## config.mk

```make
export PLATFORM = sky130hd
export DESIGN_NAME = hftc_trap_ctrl
export DESIGN_NICKNAME = d
export VERILOG_FILES = /design/src/hdl/hftc_pkg.sv /design/src/hdl/hftc_trap_ctrl.sv
export SDC_FILE = /design/constraint.sdc
export NUM_CORES = 1
export LEC_CHECK = 0
export ABC_AREA = 1
export BUFFER_PORTS_ARGS = -buffer_cell sky130_fd_sc_hd__buf_2
export CORE_ASPECT_RATIO = 0.6
export CORE_MARGIN = 2
export CORE_UTILIZATION = 55
export CTS_CLUSTER_DIAMETER = 150
export DETAILED_ROUTE_END_ITERATION = 10
export PLACE_DENSITY = 0.93
export SLEW_MARGIN = 20
export SYNTH_ARGS = -nofsm -noshare
export SYNTH_HDL_FRONTEND = slang
export SYNTH_SLANG_ARGS = --single-unit
export TNS_END_PERCENT = 100
```

## constraint.sdc

```tcl
create_clock -name core_clk -period 7 [get_ports core_clk]
set_input_delay 1.05 -clock core_clk [delete_from_list [all_inputs] [get_ports core_clk]]
set_output_delay 1.05 -clock core_clk [all_outputs]
set_load 0.02 [all_outputs]
```

## src/hdl/hftc_pkg.sv

```systemverilog
// constants and types for the hypervisor feature trap control block
package hftc_pkg;
    localparam int ACR_TRAP_BIT    = 31;
    localparam int AMON_TRAP_BIT   = 30;
    localparam int TRACE_TRAP_BIT  = 20;
    localparam int MATRIX_TRAP_BIT = 12;
    localparam int FP_TRAP_BIT     = 10;
    localparam int VEC_TRAP_BIT    = 8;
    localparam logic [63:0] WR_MASK   = 64'h0000_0000_C010_1500;
    localparam logic [63:0] RES1_MASK = 64'h0000_0000_0000_22FF;
    localparam logic [5:0] EC_SYSREG = 6'h18;
    localparam logic [5:0] EC_CP_ONE = 6'h03;
    localparam logic [5:0] EC_CP_TWO = 6'h04;
    localparam logic [5:0] EC_CP14   = 6'h05;
    localparam logic [5:0] EC_FP     = 6'h07;
    localparam logic [5:0] EC_VEC    = 6'h19;
    localparam logic [5:0] EC_MATRIX = 6'h1D;
    localparam logic [24:0] ISS_ZERO = 25'h0000000;
    localparam logic [1:0] TRC_OP0   = 2'h2;
    localparam logic [2:0] TRC_OP1   = 3'h1;
    localparam logic [3:0] TRC_CRN   = 4'h8;
    localparam logic [3:0] TRC_CPNUM = 4'hE;
    localparam logic [2:0] TRC_OPC1  = 3'h1;
    localparam logic [2:0] NV_ALL    = 3'h7;
    localparam logic [11:0] NV_OFS   = 12'h100;
    localparam logic [1:0] EL0 = 2'h0;
    localparam logic [1:0] EL1 = 2'h1;
    localparam logic [1:0] EL2 = 2'h2;
    localparam logic [1:0] EL3 = 2'h3;

    typedef enum logic [3:0] {
        ACC_OTHER  = 4'b0000, ACC_AMU64  = 4'b0001, ACC_AMU32  = 4'b0010,
        ACC_AMUDW  = 4'b0011, ACC_SYS64  = 4'b0100, ACC_CP14   = 4'b0101,
        ACC_FP     = 4'b0110, ACC_MATRIX = 4'b0111, ACC_STREAMING_VECTOR_CONTROL   = 4'b1000,
        ACC_VECTOR = 4'b1001, ACC_ZCR    = 4'b1010, ACC_OWN_RD = 4'b1011,
        ACC_OWN_WR = 4'b1100, ACC_ACR_RD = 4'b1101, ACC_ACR_WR = 4'b1110
    } hftc_kind_t;

    typedef enum logic [2:0] {
        ACT_PROCEED = 3'b000, ACT_UNDEF = 3'b001, ACT_TRAP2 = 3'b010,
        ACT_TRAP3   = 3'b011, ACT_NESTED_VIRT_MEMORY_PAGE = 3'b100
    } hftc_act_t;

    typedef struct packed {
        logic        valid;
        hftc_kind_t  kind;
        logic [1:0]  el;
        logic [1:0]  op0;
        logic [2:0]  op1;
        logic [3:0]  crn;
        logic [3:0]  cpnum;
        logic [2:0]  opc1;
        logic [63:0] wdata;
    } hftc_req_t;

    typedef struct packed {
        logic       el2Enabled;
        logic       el3Present;
        logic [2:0] nvBits;
        logic       hostExtEnable;
        logic       halted;
        logic       secureDebugDisable;
        logic       monitorAcrTrap;
        logic       fineGrainTrapEnable;
        logic       fineGrainReadTrap;
        logic       fineGrainWriteTrap;
        logic       streamingMode;
        logic       hasVector;
        logic       hasMatrix;
    } hftc_ctx_t;

    typedef struct packed {
        logic        valid;
        hftc_act_t   action;
        logic [5:0]  ec;
        logic [24:0] iss;
        logic        commit;
        logic [63:0] rdata;
        logic [11:0] memOffset;
    } hftc_resp_t;
endpackage

```

## src/hdl/hftc_trap_ctrl.sv

```systemverilog
// hypervisor feature trap decision logic with its trap register
//
// Function
// - activity-monitor bit 30 diverts level 1/0 monitor accesses upward
// - trapped 64-bit monitor register accesses report class 0x18
// - single-word coprocessor monitor moves report class 0x03
// - double-word coprocessor counter moves report class 0x04
// - trace bit 20 traps op0=2, op1=1, CRn<8 accesses, class 0x18
// - trace bit traps coprocessor 14, opc1=1, CRn<8 accesses, class 0x05
// - level 0 trace accesses are undefined, ahead of the trace trap
// - a trapped trace access performs no side effect
// - matrix bit 12 traps matrix work and control registers, levels 2-0
// - matrix trap also catches streaming/no-feature vector ops, set ops
// - matrix trap reports class 0x1D with all-zero syndrome detail
// - matrix bit never alters register content validity
// - matrix trap wins over the floating-point trap
// - floating-point bit 10 traps SIMD/FP accesses with class 0x07
// - floating-point trap also diverts matrix and vector ops, 0x07
// - vector bit 8 traps non-streaming vector ops and length regs, 0x19
// - vector trap wins over the floating-point trap
// - vector and matrix fields read one when the feature is absent
// - trap fields hold no defined value after warm reset
// - level 0 own access undefined; level 1 traps if nested, else undef
// - level 2 with monitor trap: undefined if halted+sdd, else level 3
// - level 1 access-control read traps on bit 31 or fine-grain trap
// - nested controls 111 redirect level 1 access-control register access to memory at 0x100
// - level 2 host-extension access-control read returns trap register
`timescale 1ns/1ps
module hftc_trap_ctrl (
    input  wire logic               core_clk,
    input  wire logic               rst,
    input  wire hftc_pkg::hftc_req_t  req,
    input  wire hftc_pkg::hftc_ctx_t  ctx,
    output hftc_pkg::hftc_resp_t      resp
);
    import hftc_pkg::*;

    logic [63:0] trapRegQ;
    logic [63:0] acrRegQ;
    hftc_resp_t  respQ;
    hftc_resp_t  respD;
    logic        lowEl;
    logic        featEl;
    logic        mTrap;
    logic        vTrap;
    logic        fTrap;
    logic        monUndef;
    logic        trapWrite;
    logic        acrWrite;

    // readback view; absent features show their field as one
    function automatic logic [63:0] trapView(input logic [63:0] q,
                                             input hftc_ctx_t c);
        logic [63:0] v;
        v = (q & WR_MASK) | RES1_MASK;
        v[VEC_TRAP_BIT] = q[VEC_TRAP_BIT] | ~c.hasVector;
        v[MATRIX_TRAP_BIT] = q[MATRIX_TRAP_BIT] | ~c.hasMatrix;
        return v;
    endfunction

    function automatic logic isTrace(input hftc_req_t r);
        if (r.kind == ACC_CP14)
            return r.cpnum == TRC_CPNUM && r.opc1 == TRC_OPC1
                   && r.crn < TRC_CRN;
        return r.kind == ACC_SYS64 && r.op0 == TRC_OP0
               && r.op1 == TRC_OP1 && r.crn < TRC_CRN;
    endfunction

    assign lowEl  = ctx.el2Enabled && !req.el[1];
    assign featEl = ctx.el2Enabled && req.el != EL3;
    // matrix trap is independent of register validity; no state touched
    assign mTrap  = featEl && trapRegQ[MATRIX_TRAP_BIT]
                    && ctx.hasMatrix;
    assign vTrap  = featEl && trapRegQ[VEC_TRAP_BIT] && ctx.hasVector;
    assign fTrap  = featEl && trapRegQ[FP_TRAP_BIT];
    assign monUndef = ctx.halted && ctx.secureDebugDisable;

    always_comb begin
        respD = '0;
        respD.valid = req.valid;
        respD.action = ACT_PROCEED;
        respD.iss = ISS_ZERO;
        unique case (req.kind)
            ACC_AMU64, ACC_AMU32, ACC_AMUDW: begin
                if (lowEl && trapRegQ[AMON_TRAP_BIT]) begin
                    respD.action = ACT_TRAP2;
                    if (req.kind == ACC_AMU64)
                        respD.ec = EC_SYSREG;
                    else if (req.kind == ACC_AMU32)
                        respD.ec = EC_CP_ONE;
                    else
                        respD.ec = EC_CP_TWO;
                end
            end
            ACC_SYS64, ACC_CP14: begin
                if (isTrace(req) && req.el == EL0) begin
                    respD.action = ACT_UNDEF;
                end else if (isTrace(req) && lowEl
                             && trapRegQ[TRACE_TRAP_BIT]) begin
                    respD.action = ACT_TRAP2;
                    respD.ec = (req.kind == ACC_CP14)
                               ? EC_CP14 : EC_SYSREG;
                end
            end
            ACC_FP: begin
                if (fTrap) begin
                    respD.action = ACT_TRAP2;
                    respD.ec = EC_FP;
                end
            end
            ACC_MATRIX, ACC_STREAMING_VECTOR_CONTROL: begin
                if (mTrap) begin
                    respD.action = ACT_TRAP2;
                    respD.ec = EC_MATRIX;
                end else if (fTrap && req.kind == ACC_MATRIX) begin
                    respD.action = ACT_TRAP2;
                    respD.ec = EC_FP;
                end
            end
            ACC_VECTOR: begin
                if (ctx.streamingMode || !ctx.hasVector) begin
                    if (mTrap) begin
                        respD.action = ACT_TRAP2;
                        respD.ec = EC_MATRIX;
                    end else if (fTrap) begin
                        respD.action = ACT_TRAP2;
                        respD.ec = EC_FP;
                    end
                end else if (vTrap) begin
                    respD.action = ACT_TRAP2;
                    respD.ec = EC_VEC;
                end else if (fTrap) begin
                    respD.action = ACT_TRAP2;
                    respD.ec = EC_FP;
                end
            end
            ACC_ZCR: begin
                if (vTrap) begin
                    respD.action = ACT_TRAP2;
                    respD.ec = EC_VEC;
                end
            end
            ACC_OWN_RD, ACC_OWN_WR: begin
                unique case (req.el)
                    EL0: respD.action = ACT_UNDEF;
                    EL1: begin
                        respD.action = (ctx.el2Enabled && ctx.nvBits[0])
                                       ? ACT_TRAP2 : ACT_UNDEF;
                        respD.ec = ctx.el2Enabled && ctx.nvBits[0]
                                   ? EC_SYSREG : 6'h00;
                    end
                    EL2: begin
                        if (ctx.el3Present && ctx.monitorAcrTrap) begin
                            respD.action = monUndef ? ACT_UNDEF
                                                    : ACT_TRAP3;
                            respD.ec = monUndef ? 6'h00 : EC_SYSREG;
                        end
                    end
                    EL3: respD.action = ACT_PROCEED;
                endcase
                if (respD.action == ACT_PROCEED && req.kind == ACC_OWN_RD)
                    respD.rdata = trapView(trapRegQ, ctx);
            end
            ACC_ACR_RD, ACC_ACR_WR: begin
                unique case (req.el)
                    EL0: respD.action = ACT_UNDEF;
                    EL1: begin
                        if (ctx.el3Present && ctx.monitorAcrTrap
                            && monUndef) begin
                            respD.action = ACT_UNDEF;
                        end else if (ctx.el2Enabled
                            && trapRegQ[ACR_TRAP_BIT]) begin
                            respD.action = ACT_TRAP2;
                            respD.ec = EC_SYSREG;
                        end else if (ctx.el2Enabled && (!ctx.el3Present
                            || ctx.fineGrainTrapEnable)
                            && (req.kind == ACC_ACR_RD
                                ? ctx.fineGrainReadTrap
                                : ctx.fineGrainWriteTrap)) begin
                            respD.action = ACT_TRAP2;
                            respD.ec = EC_SYSREG;
                        end else if (ctx.el3Present && ctx.monitorAcrTrap)
                        begin
                            respD.action = ACT_TRAP3;
                            respD.ec = EC_SYSREG;
                        end else if (ctx.el2Enabled
                                     && ctx.nvBits == NV_ALL) begin
                            respD.action = ACT_NESTED_VIRT_MEMORY_PAGE;
                            respD.memOffset = NV_OFS;
                        end
                    end
                    EL2: begin
                        if (ctx.el3Present && ctx.monitorAcrTrap) begin
                            respD.action = monUndef ? ACT_UNDEF
                                                    : ACT_TRAP3;
                            respD.ec = monUndef ? 6'h00 : EC_SYSREG;
                        end
                    end
                    EL3: respD.action = ACT_PROCEED;
                endcase
                if (respD.action == ACT_PROCEED && req.kind == ACC_ACR_RD)
                    respD.rdata = (req.el == EL2 && ctx.hostExtEnable)
                                  ? trapView(trapRegQ, ctx)
                                  : acrRegQ;
            end
            default: respD.action = ACT_PROCEED;
        endcase
        // side effects only for an access that really proceeds
        respD.commit = req.valid
                       && respD.action == ACT_PROCEED;
        if (!req.valid)
            respD = '0;
    end

    assign trapWrite = respD.commit && (req.kind == ACC_OWN_WR
                       || (req.kind == ACC_ACR_WR && req.el == EL2
                           && ctx.hostExtEnable));
    assign acrWrite  = respD.commit && req.kind == ACC_ACR_WR
                       && !(req.el == EL2 && ctx.hostExtEnable);

    // deliberately not reset: fields are unknown after warm reset
    always_ff @(posedge core_clk) begin
        if (trapWrite)
            trapRegQ <= req.wdata & WR_MASK;
    end

    always_ff @(posedge core_clk) begin
        if (rst)
            acrRegQ <= 64'h0000_0000_0000_0000;
        else if (acrWrite)
            acrRegQ <= req.wdata;
    end

    always_ff @(posedge core_clk) begin
        if (rst)
            respQ <= '0;
        else
            respQ <= respD;
    end

    assign resp = respQ;
endmodule // hftc_trap_ctrl

```

Word level (Yosys, flattened, before mapping)
Index checks and enable logic that the tools add are counted.
{"block": "word_totals", "ff_bits": 182, "latch_bits": 0, "mem_bits_rw": 0, "romBits": 0, "out_inout_bits": 112, "word_cells": 149, "memories": 0}
{"block": "op_classes", "addsub": 0, "mul": 0, "div": 0, "magnitude_cmp": 1, "n_eq_ne": 23, "shift": 0, "n_mux": 57, "bitwise": 7, "reduce_logical": 52}
{"op": "2-to-1 mux 64 bit", "n": 2}
{"op": "one-hot mux 64 bit (2 select lines)", "n": 1}
{"op": "2-to-1 mux 9 bit", "n": 13}
{"op": "2-to-1 mux 112 bit", "n": 1}
{"op": "2-to-1 mux 8 bit", "n": 6}
{"op": "one-hot mux 6 bit (8 select lines)", "n": 1}
{"op": "logical AND 1 bit", "n": 34}
{"op": "== test 4 bit (second input constant)", "n": 8}
{"op": "2-to-1 mux 32 bit", "n": 1}
{"op": "one-hot mux 3 bit (4 select lines)", "n": 2}
{"op": "one-hot mux 3 bit (8 select lines)", "n": 1}
{"op": "one-hot mux 6 bit (2 select lines)", "n": 2}
{"op": "2-to-1 mux 5 bit", "n": 4}
{"op": "2-to-1 mux 3 bit", "n": 6}
{"op": "2-to-1 mux 6 bit", "n": 3}
{"op": "== test 4 x 3 -> 1 bit (second input constant)", "n": 4}
{"op": "2-to-1 mux 1 bit", "n": 11}
{"op": "OR reduction 2 bit", "n": 5}
{"op": "logical NOT 3 bit", "n": 3}
{"op": "== test 4 x 2 -> 1 bit (second input constant)", "n": 2}
{"op": "OR reduction 8 bit", "n": 1}
{"op": "== test 2 bit (second input constant)", "n": 3}
{"op": "== test 3 x 1 -> 1 bit (second input constant)", "n": 2}
{"op": "2-to-1 mux 2 bit", "n": 3}
{"op": "11 further kinds", "n": 21}

Depth between registers and ports, before layout
{"block": "logic_depth", "ltp_word": 22, "depth_mapped": 18, "depth_no_buf": 17}

Worst setup path before layout
OpenSTA, ideal clock, no wires.
{"block": "synth_timing", "path_kind": "input -> register", "from": "in req[80] (netlist bit)", "to": "reg trapRegQ[10] (enable)", "setup_ns": 0.363, "arrival_ns": 2.674, "required_ns": 6.637, "path_slack_ns": 3.963, "path_stages": 17, "path_buffers": 2, "path_cell_list": "inv_1 ha_1 inv_1 nor2_1 nand2_1 nand2_1 nand3_1 nand2_1 inv_1 nand2_1 nor2_1 nand2_1 inv_2 buf_4 buf_4 nand2_1 a21oi_1"}
{"block": "synth_via", "elab_chain_cells": 11, "elab_cells_between_ends": 33, "cone_classes": "4 x eq/ne; 14 x mux; 15 x reduce/logical"}
{"element": "from (decl)", "line": "hftc_trap_ctrl.sv:32", "text": "input wire hftc_pkg::hftc_req_t req,"}
{"element": "!= test 2 bit", "line": "hftc_trap_ctrl.sv:70", "text": "assign featEl = ctx.el2Enabled && req.el != EL3;"}
{"element": "logical AND 1 bit", "line": "hftc_trap_ctrl.sv:70"}
{"element": "logical AND 1 bit, on equally long branches", "line": "hftc_trap_ctrl.sv:75, hftc_trap_ctrl.sv:72, hftc_trap_ctrl.sv:74"}
{"element": "2-to-1 mux 8 bit, or another cell as far along", "line": "hftc_trap_ctrl.sv:106, hftc_trap_ctrl.sv:125, hftc_trap_ctrl.sv:132"}
{"element": "2-to-1 mux 9 bit, or another cell as far along", "line": "hftc_trap_ctrl.sv:129", "text": "end else if (vTrap) begin"}
{"element": "2-to-1 mux 9 bit, on equally long branches", "line": "hftc_trap_ctrl.sv:121, hftc_trap_ctrl.sv:112"}
{"element": "one-hot mux 3 bit (8 select lines)", "line": "hftc_trap_ctrl.sv:83", "text": "unique case (req.kind)"}
{"element": "logical NOT 3 bit", "line": "hftc_trap_ctrl.sv:210", "text": "&& respD.action == ACT_PROCEED;"}
{"element": "logical AND 1 bit", "line": "hftc_trap_ctrl.sv:210"}
{"element": "2-to-1 mux 112 bit", "line": "hftc_trap_ctrl.sv:211", "text": "if (!req.valid)"}
{"element": "logical AND 1 bit *", "line": "hftc_trap_ctrl.sv:215", "text": "assign trapWrite = respD.commit && (req.kind == ACC_OWN_WR"}
{"element": "net trapWrite", "line": "hftc_trap_ctrl.sv:48", "text": "logic trapWrite;"}
{"element": "to (signal assigned)", "line": "hftc_trap_ctrl.sv:224", "text": "trapRegQ <= req.wdata & WR_MASK;"}
{"element": "to (decl)", "line": "hftc_trap_ctrl.sv:38", "text": "logic [63:0] trapRegQ;"}
Mark *: on every way through the listed nets, which the timed path passes. The rest lies on a longest branch. The select of a mux whose other input is x is not followed.
A chain may end at the register's enable or synchronous reset.

Worst setup path after layout
{"block": "layout_timing", "from": "in req[81] (netlist bit)", "to": "reg trapRegQ[12] (enable)"}
{"block": "layout_via", "elab_chain_cells": 11, "elab_cells_between_ends": 40, "cone_classes": "4 x eq/ne; 16 x mux; 20 x reduce/logical"}
{"element": "!= test 2 bit / logical NOT 1 bit (equally long branches)", "line": "hftc_trap_ctrl.sv:70, hftc_trap_ctrl.sv:69"}
{"element": "logical AND 1 bit, on equally long branches", "line": "hftc_trap_ctrl.sv:70, hftc_trap_ctrl.sv:69"}
{"element": "logical AND 1 bit, on equally long branches"}
{"element": "2-to-1 mux 8 bit, or another cell as far along", "line": "hftc_trap_ctrl.sv:106, hftc_trap_ctrl.sv:125, hftc_trap_ctrl.sv:132"}
{"element": "2-to-1 mux 9 bit, or another cell as far along", "line": "hftc_trap_ctrl.sv:129"}
{"element": "2-to-1 mux 9 bit, or another cell as far along", "line": "hftc_trap_ctrl.sv:121", "text": "if (ctx.streamingMode || !ctx.hasVector) begin"}
{"element": "one-hot mux 3 bit (8 select lines)", "line": "hftc_trap_ctrl.sv:83"}
{"element": "logical NOT 3 bit", "line": "hftc_trap_ctrl.sv:210"}
{"element": "logical AND 1 bit", "line": "hftc_trap_ctrl.sv:210"}
{"element": "2-to-1 mux 112 bit", "line": "hftc_trap_ctrl.sv:211"}
{"element": "logical AND 1 bit *", "line": "hftc_trap_ctrl.sv:215"}
{"element": "net trapWrite", "line": "hftc_trap_ctrl.sv:48"}
Marked as above.

==> impl_results.md <==
- Run status: complete, no violations
- Via density: ~4.9
- Synth area leader: dfxtp_1
- Logic pwr share: 0.088
- Area contributors post-synth: dfxtp_1 (41%), inv_1 (12%), nand2_1 (11%)
- Die X: ~150 µm
- Port bufs: 175
- Post-CTS Resized: 0
- Yosys top cell area share: 0.406
- Clock Latency Late Sink: 0.41 ns
- # rows: 31
- Design Power: 1.92 mW
- First-pass GRT wire length: 27.0 mm
- Drt drc: 0
- WP data required: 7.03 ns
- Hold_buf cts: 0
- Core Util, Final: 0.672
- RD Place Congestion: ~1
- Die Y: 90.2 µm
- DR pass1 iterations: 6
- Synth warnings: 0
- Clock share of power: 0.475
- Reg2Reg Depth: 12
- Via count: 6232
- Design Area, Final: 8110 µm²
- WHS Path Cells: 2
- Setup repair after global routing missed its margin: no
- CTS Buf Count: 17
- Leak: 4.25 nW
- Crit path DAT: 4.14 ns
- Clock root cell: clkbuf_16
- Layout area overhead: 19.1%
- Initial antenna violation count: 0
- Max Transition Viols Final: 0
- Setup violators final: 0
- Starting Density: 0.564
- DRT iter0 DRCs: ~610
- Wire per inst: between 10 and 15 µm
- Worst Path Max Fanout: 34
- Post-route ant nets: 0
- Worst Skew: 0.0134 ns
- Clock Tree Buf Depth: 2
- Largest net degree at the start of global routing: 66
- Layout cells sized above 1: 0.220
- Aggregate global-route resource usage: 0.253
- Synthesized cell area: 6810 µm²
- Tcrit/Tclk final: 0.587
- Ant diodes: 0
- HP Class: reg -> reg
- CP endpoint kind: flop
- Max_cap viols: 0
- Pwr per Cell Area: about 240 nW/µm²
- TNS Setup: 0 ns
- Total grt overflow: 0
- # IOs: between 200 and 250
- Min Tclk post-route: about 4.1 ns
- Worst setup SP type: input port
- Reg power frac: 0.437
- Fin. Hold Viols: 0
- CTS tree: built
- Maximum vdd drop: 0.157 mV
- NetSw: 476 µW
- Seq/Total Area, Yosys: 0.432
- Vias in the first global route: 5577
- Fin nets: 1214
- Reg clk slew, reported paths: around 0.06 ns
- Fmax: 0.243 GHz
- Die area: 13300 µm²
- Switching part of the total: 0.248
- Syn Inst Count: about 960
- Clk sink count: around 140
- CP Class: in -> reg
- Area of the core: 12100 µm²
- Wirelength, routed: 16.8 mm
- Int Pwr: between 1 and 1.5 mW
- Yosys cell types: 36
- Yosys reg bits: about 140
- Avg Inst Size Synth: 7.11 µm²
- Post-CTS Setup Repair Bufs: 0
- Post-DP Area: between 7000 and 8000 µm²
- Detail Placement HPWL: between 10 and 15 mm
- Number of H-tree levels: 4
- Slew @ Worst Pin: 0.962 ns
- Max_slew headroom: 0.358
[synthesized netlist by cell type]
library cell / n
a21oi_1: 20
a21oi_2: 1
a31oi_1: 1
and2_1: 1
and3_1: 1
buf_1: 2
buf_2: 7
buf_4: 49
buf_6: 8
clkbuf_1: 22
clkinv_1: 1
conb_1: 1
dfxtp_1: 138
edfxtp_1: 6
ha_1: 5
inv_1: 225
inv_2: 4
nand2_1: 194
nand2_2: 1
nand3_1: 22
nand3_4: 1
nand4_1: 66
nor2_1: 97
nor2_2: 2
nor2_4: 2
nor3_1: 30
nor3_2: 20
nor3b_1: 3
nor4_1: 1
o2111ai_1: 2
o211ai_1: 10
o21a_1: 1
o21ai_0: 10
o21ai_1: 1
o221ai_1: 1
o31ai_1: 1
[cells by family (layout without fill, tap and decap cells)]
kind of cell	Yosys count	after routing	share of synthesized area
and+or+nand+nor	441	441	0.303
buffers and inverters	318	443	0.212
DFF	144	144	0.432
AOI/OAI and AO/OA	48	48	0.0421
adders and majority gates	5	5	0.00919
other	1	37	0.000551
[power groups by stage]
stage                     Combinational [mW]  Sequential, mW  Clock (mW)
after floorplan                        0.128           0.858           0
after global placement                 0.162           0.856           0
after detailed placement               0.166           0.856           0
after CTS                              0.167           0.838       0.923
after global routing                   0.188           0.839       0.964
final                                  0.170           0.838       0.911
[through the flow]
| stage | instances | setup WS [ns] | hold slack, ns |
|---|---|---|---|
| finish | 1283 | 2.89 | 0.440 |
| global route | 1283 | 2.74 | 0.464 |
| CTS | 1283 | 3.01 | 0.441 |
| detailed placement | 1251 | 2.59 | 0.434 |
| global placement | 1251 | 2.66 | 0.429 |
| floorplan | 993 | 3.96 | 0.424 |
[registers in the layout, indices dropped and copies added (netlist names)]
signal and cells:
resp 74, acrRegQ 64, trapRegQ 6
[layer usage]
metal	vias up	global-route usage	wire length [µm]
met5	-	0	0
li1	3124	-	-
met3	24	0.0756	1780
met1	2774	0.357	7450
met2	310	0.376	7360
met4	0	0.0681	182
[cells in the final DEF, fill, tap and decap left out, types with 2 or more instances in the layout]
cell | synthesis | routed
inv_1 | 225 | 224
nand2_1 | 194 | 193
buf_2 | 7 | 175
dfxtp_1 | 138 | 138
nor2_1 | 97 | 96
nand4_1 | 66 | 66
conb_1 | 1 | 37
nor3_1 | 30 | 30
nand3_1 | 22 | 21
a21oi_1 | 20 | 20
nor3_2 | 20 | 20
clkbuf_16 | 0 | 17
o21ai_0 | 10 | 10
o211ai_1 | 10 | 10
buf_4 | 49 | 6
edfxtp_1 | 6 | 6
inv_2 | 4 | 5
ha_1 | 5 | 5
nor2_4 | 2 | 3
nor3b_1 | 3 | 3
clkbuf_8 | 0 | 3
clkinv_4 | 0 | 3
inv_6 | 0 | 3
nor2_2 | 2 | 2
o2111ai_1 | 2 | 2
clkbuf_1 | 22 | 2
bufinv_16 | 0 | 2
[worst max-delay path, stage by stage]
cell     delay [ns]
buf_2          0.11
ha_1           0.14
nor2_1         0.08
nand3_1        0.19
nor2_1         0.07
nand2_1        0.08
nand2_1        0.05
nor2_1         0.13
nand2_1        0.13
nor2_1         0.18
nand2_1        0.09
inv_2          0.49
buf_4          0.48
nand2_1        0.21
a21oi_1        0.65
[cell type report]
class,count,area (µm²)
Sequential cell,144,2940
Fill cell,994,3960
Timing Repair Buffer,181,921
Clock inverter,10,124
Tap cell,165,206
Multi-Input combinational cell,531,2570
Inverter,230,863
Clock buffer,22,474
[final timing paths]
check,start,slack (ns),endpoint
setup / recovery,req[81],2.89,trapRegQ[12]
hold / removal,acrRegQ[35],0.44,resp[47]
setup reg to reg,trapRegQ[12],3.42,trapRegQ[12]
hold reg to reg,acrRegQ[35],0.44,resp[47]
Power figures use the tool's default switching activity.
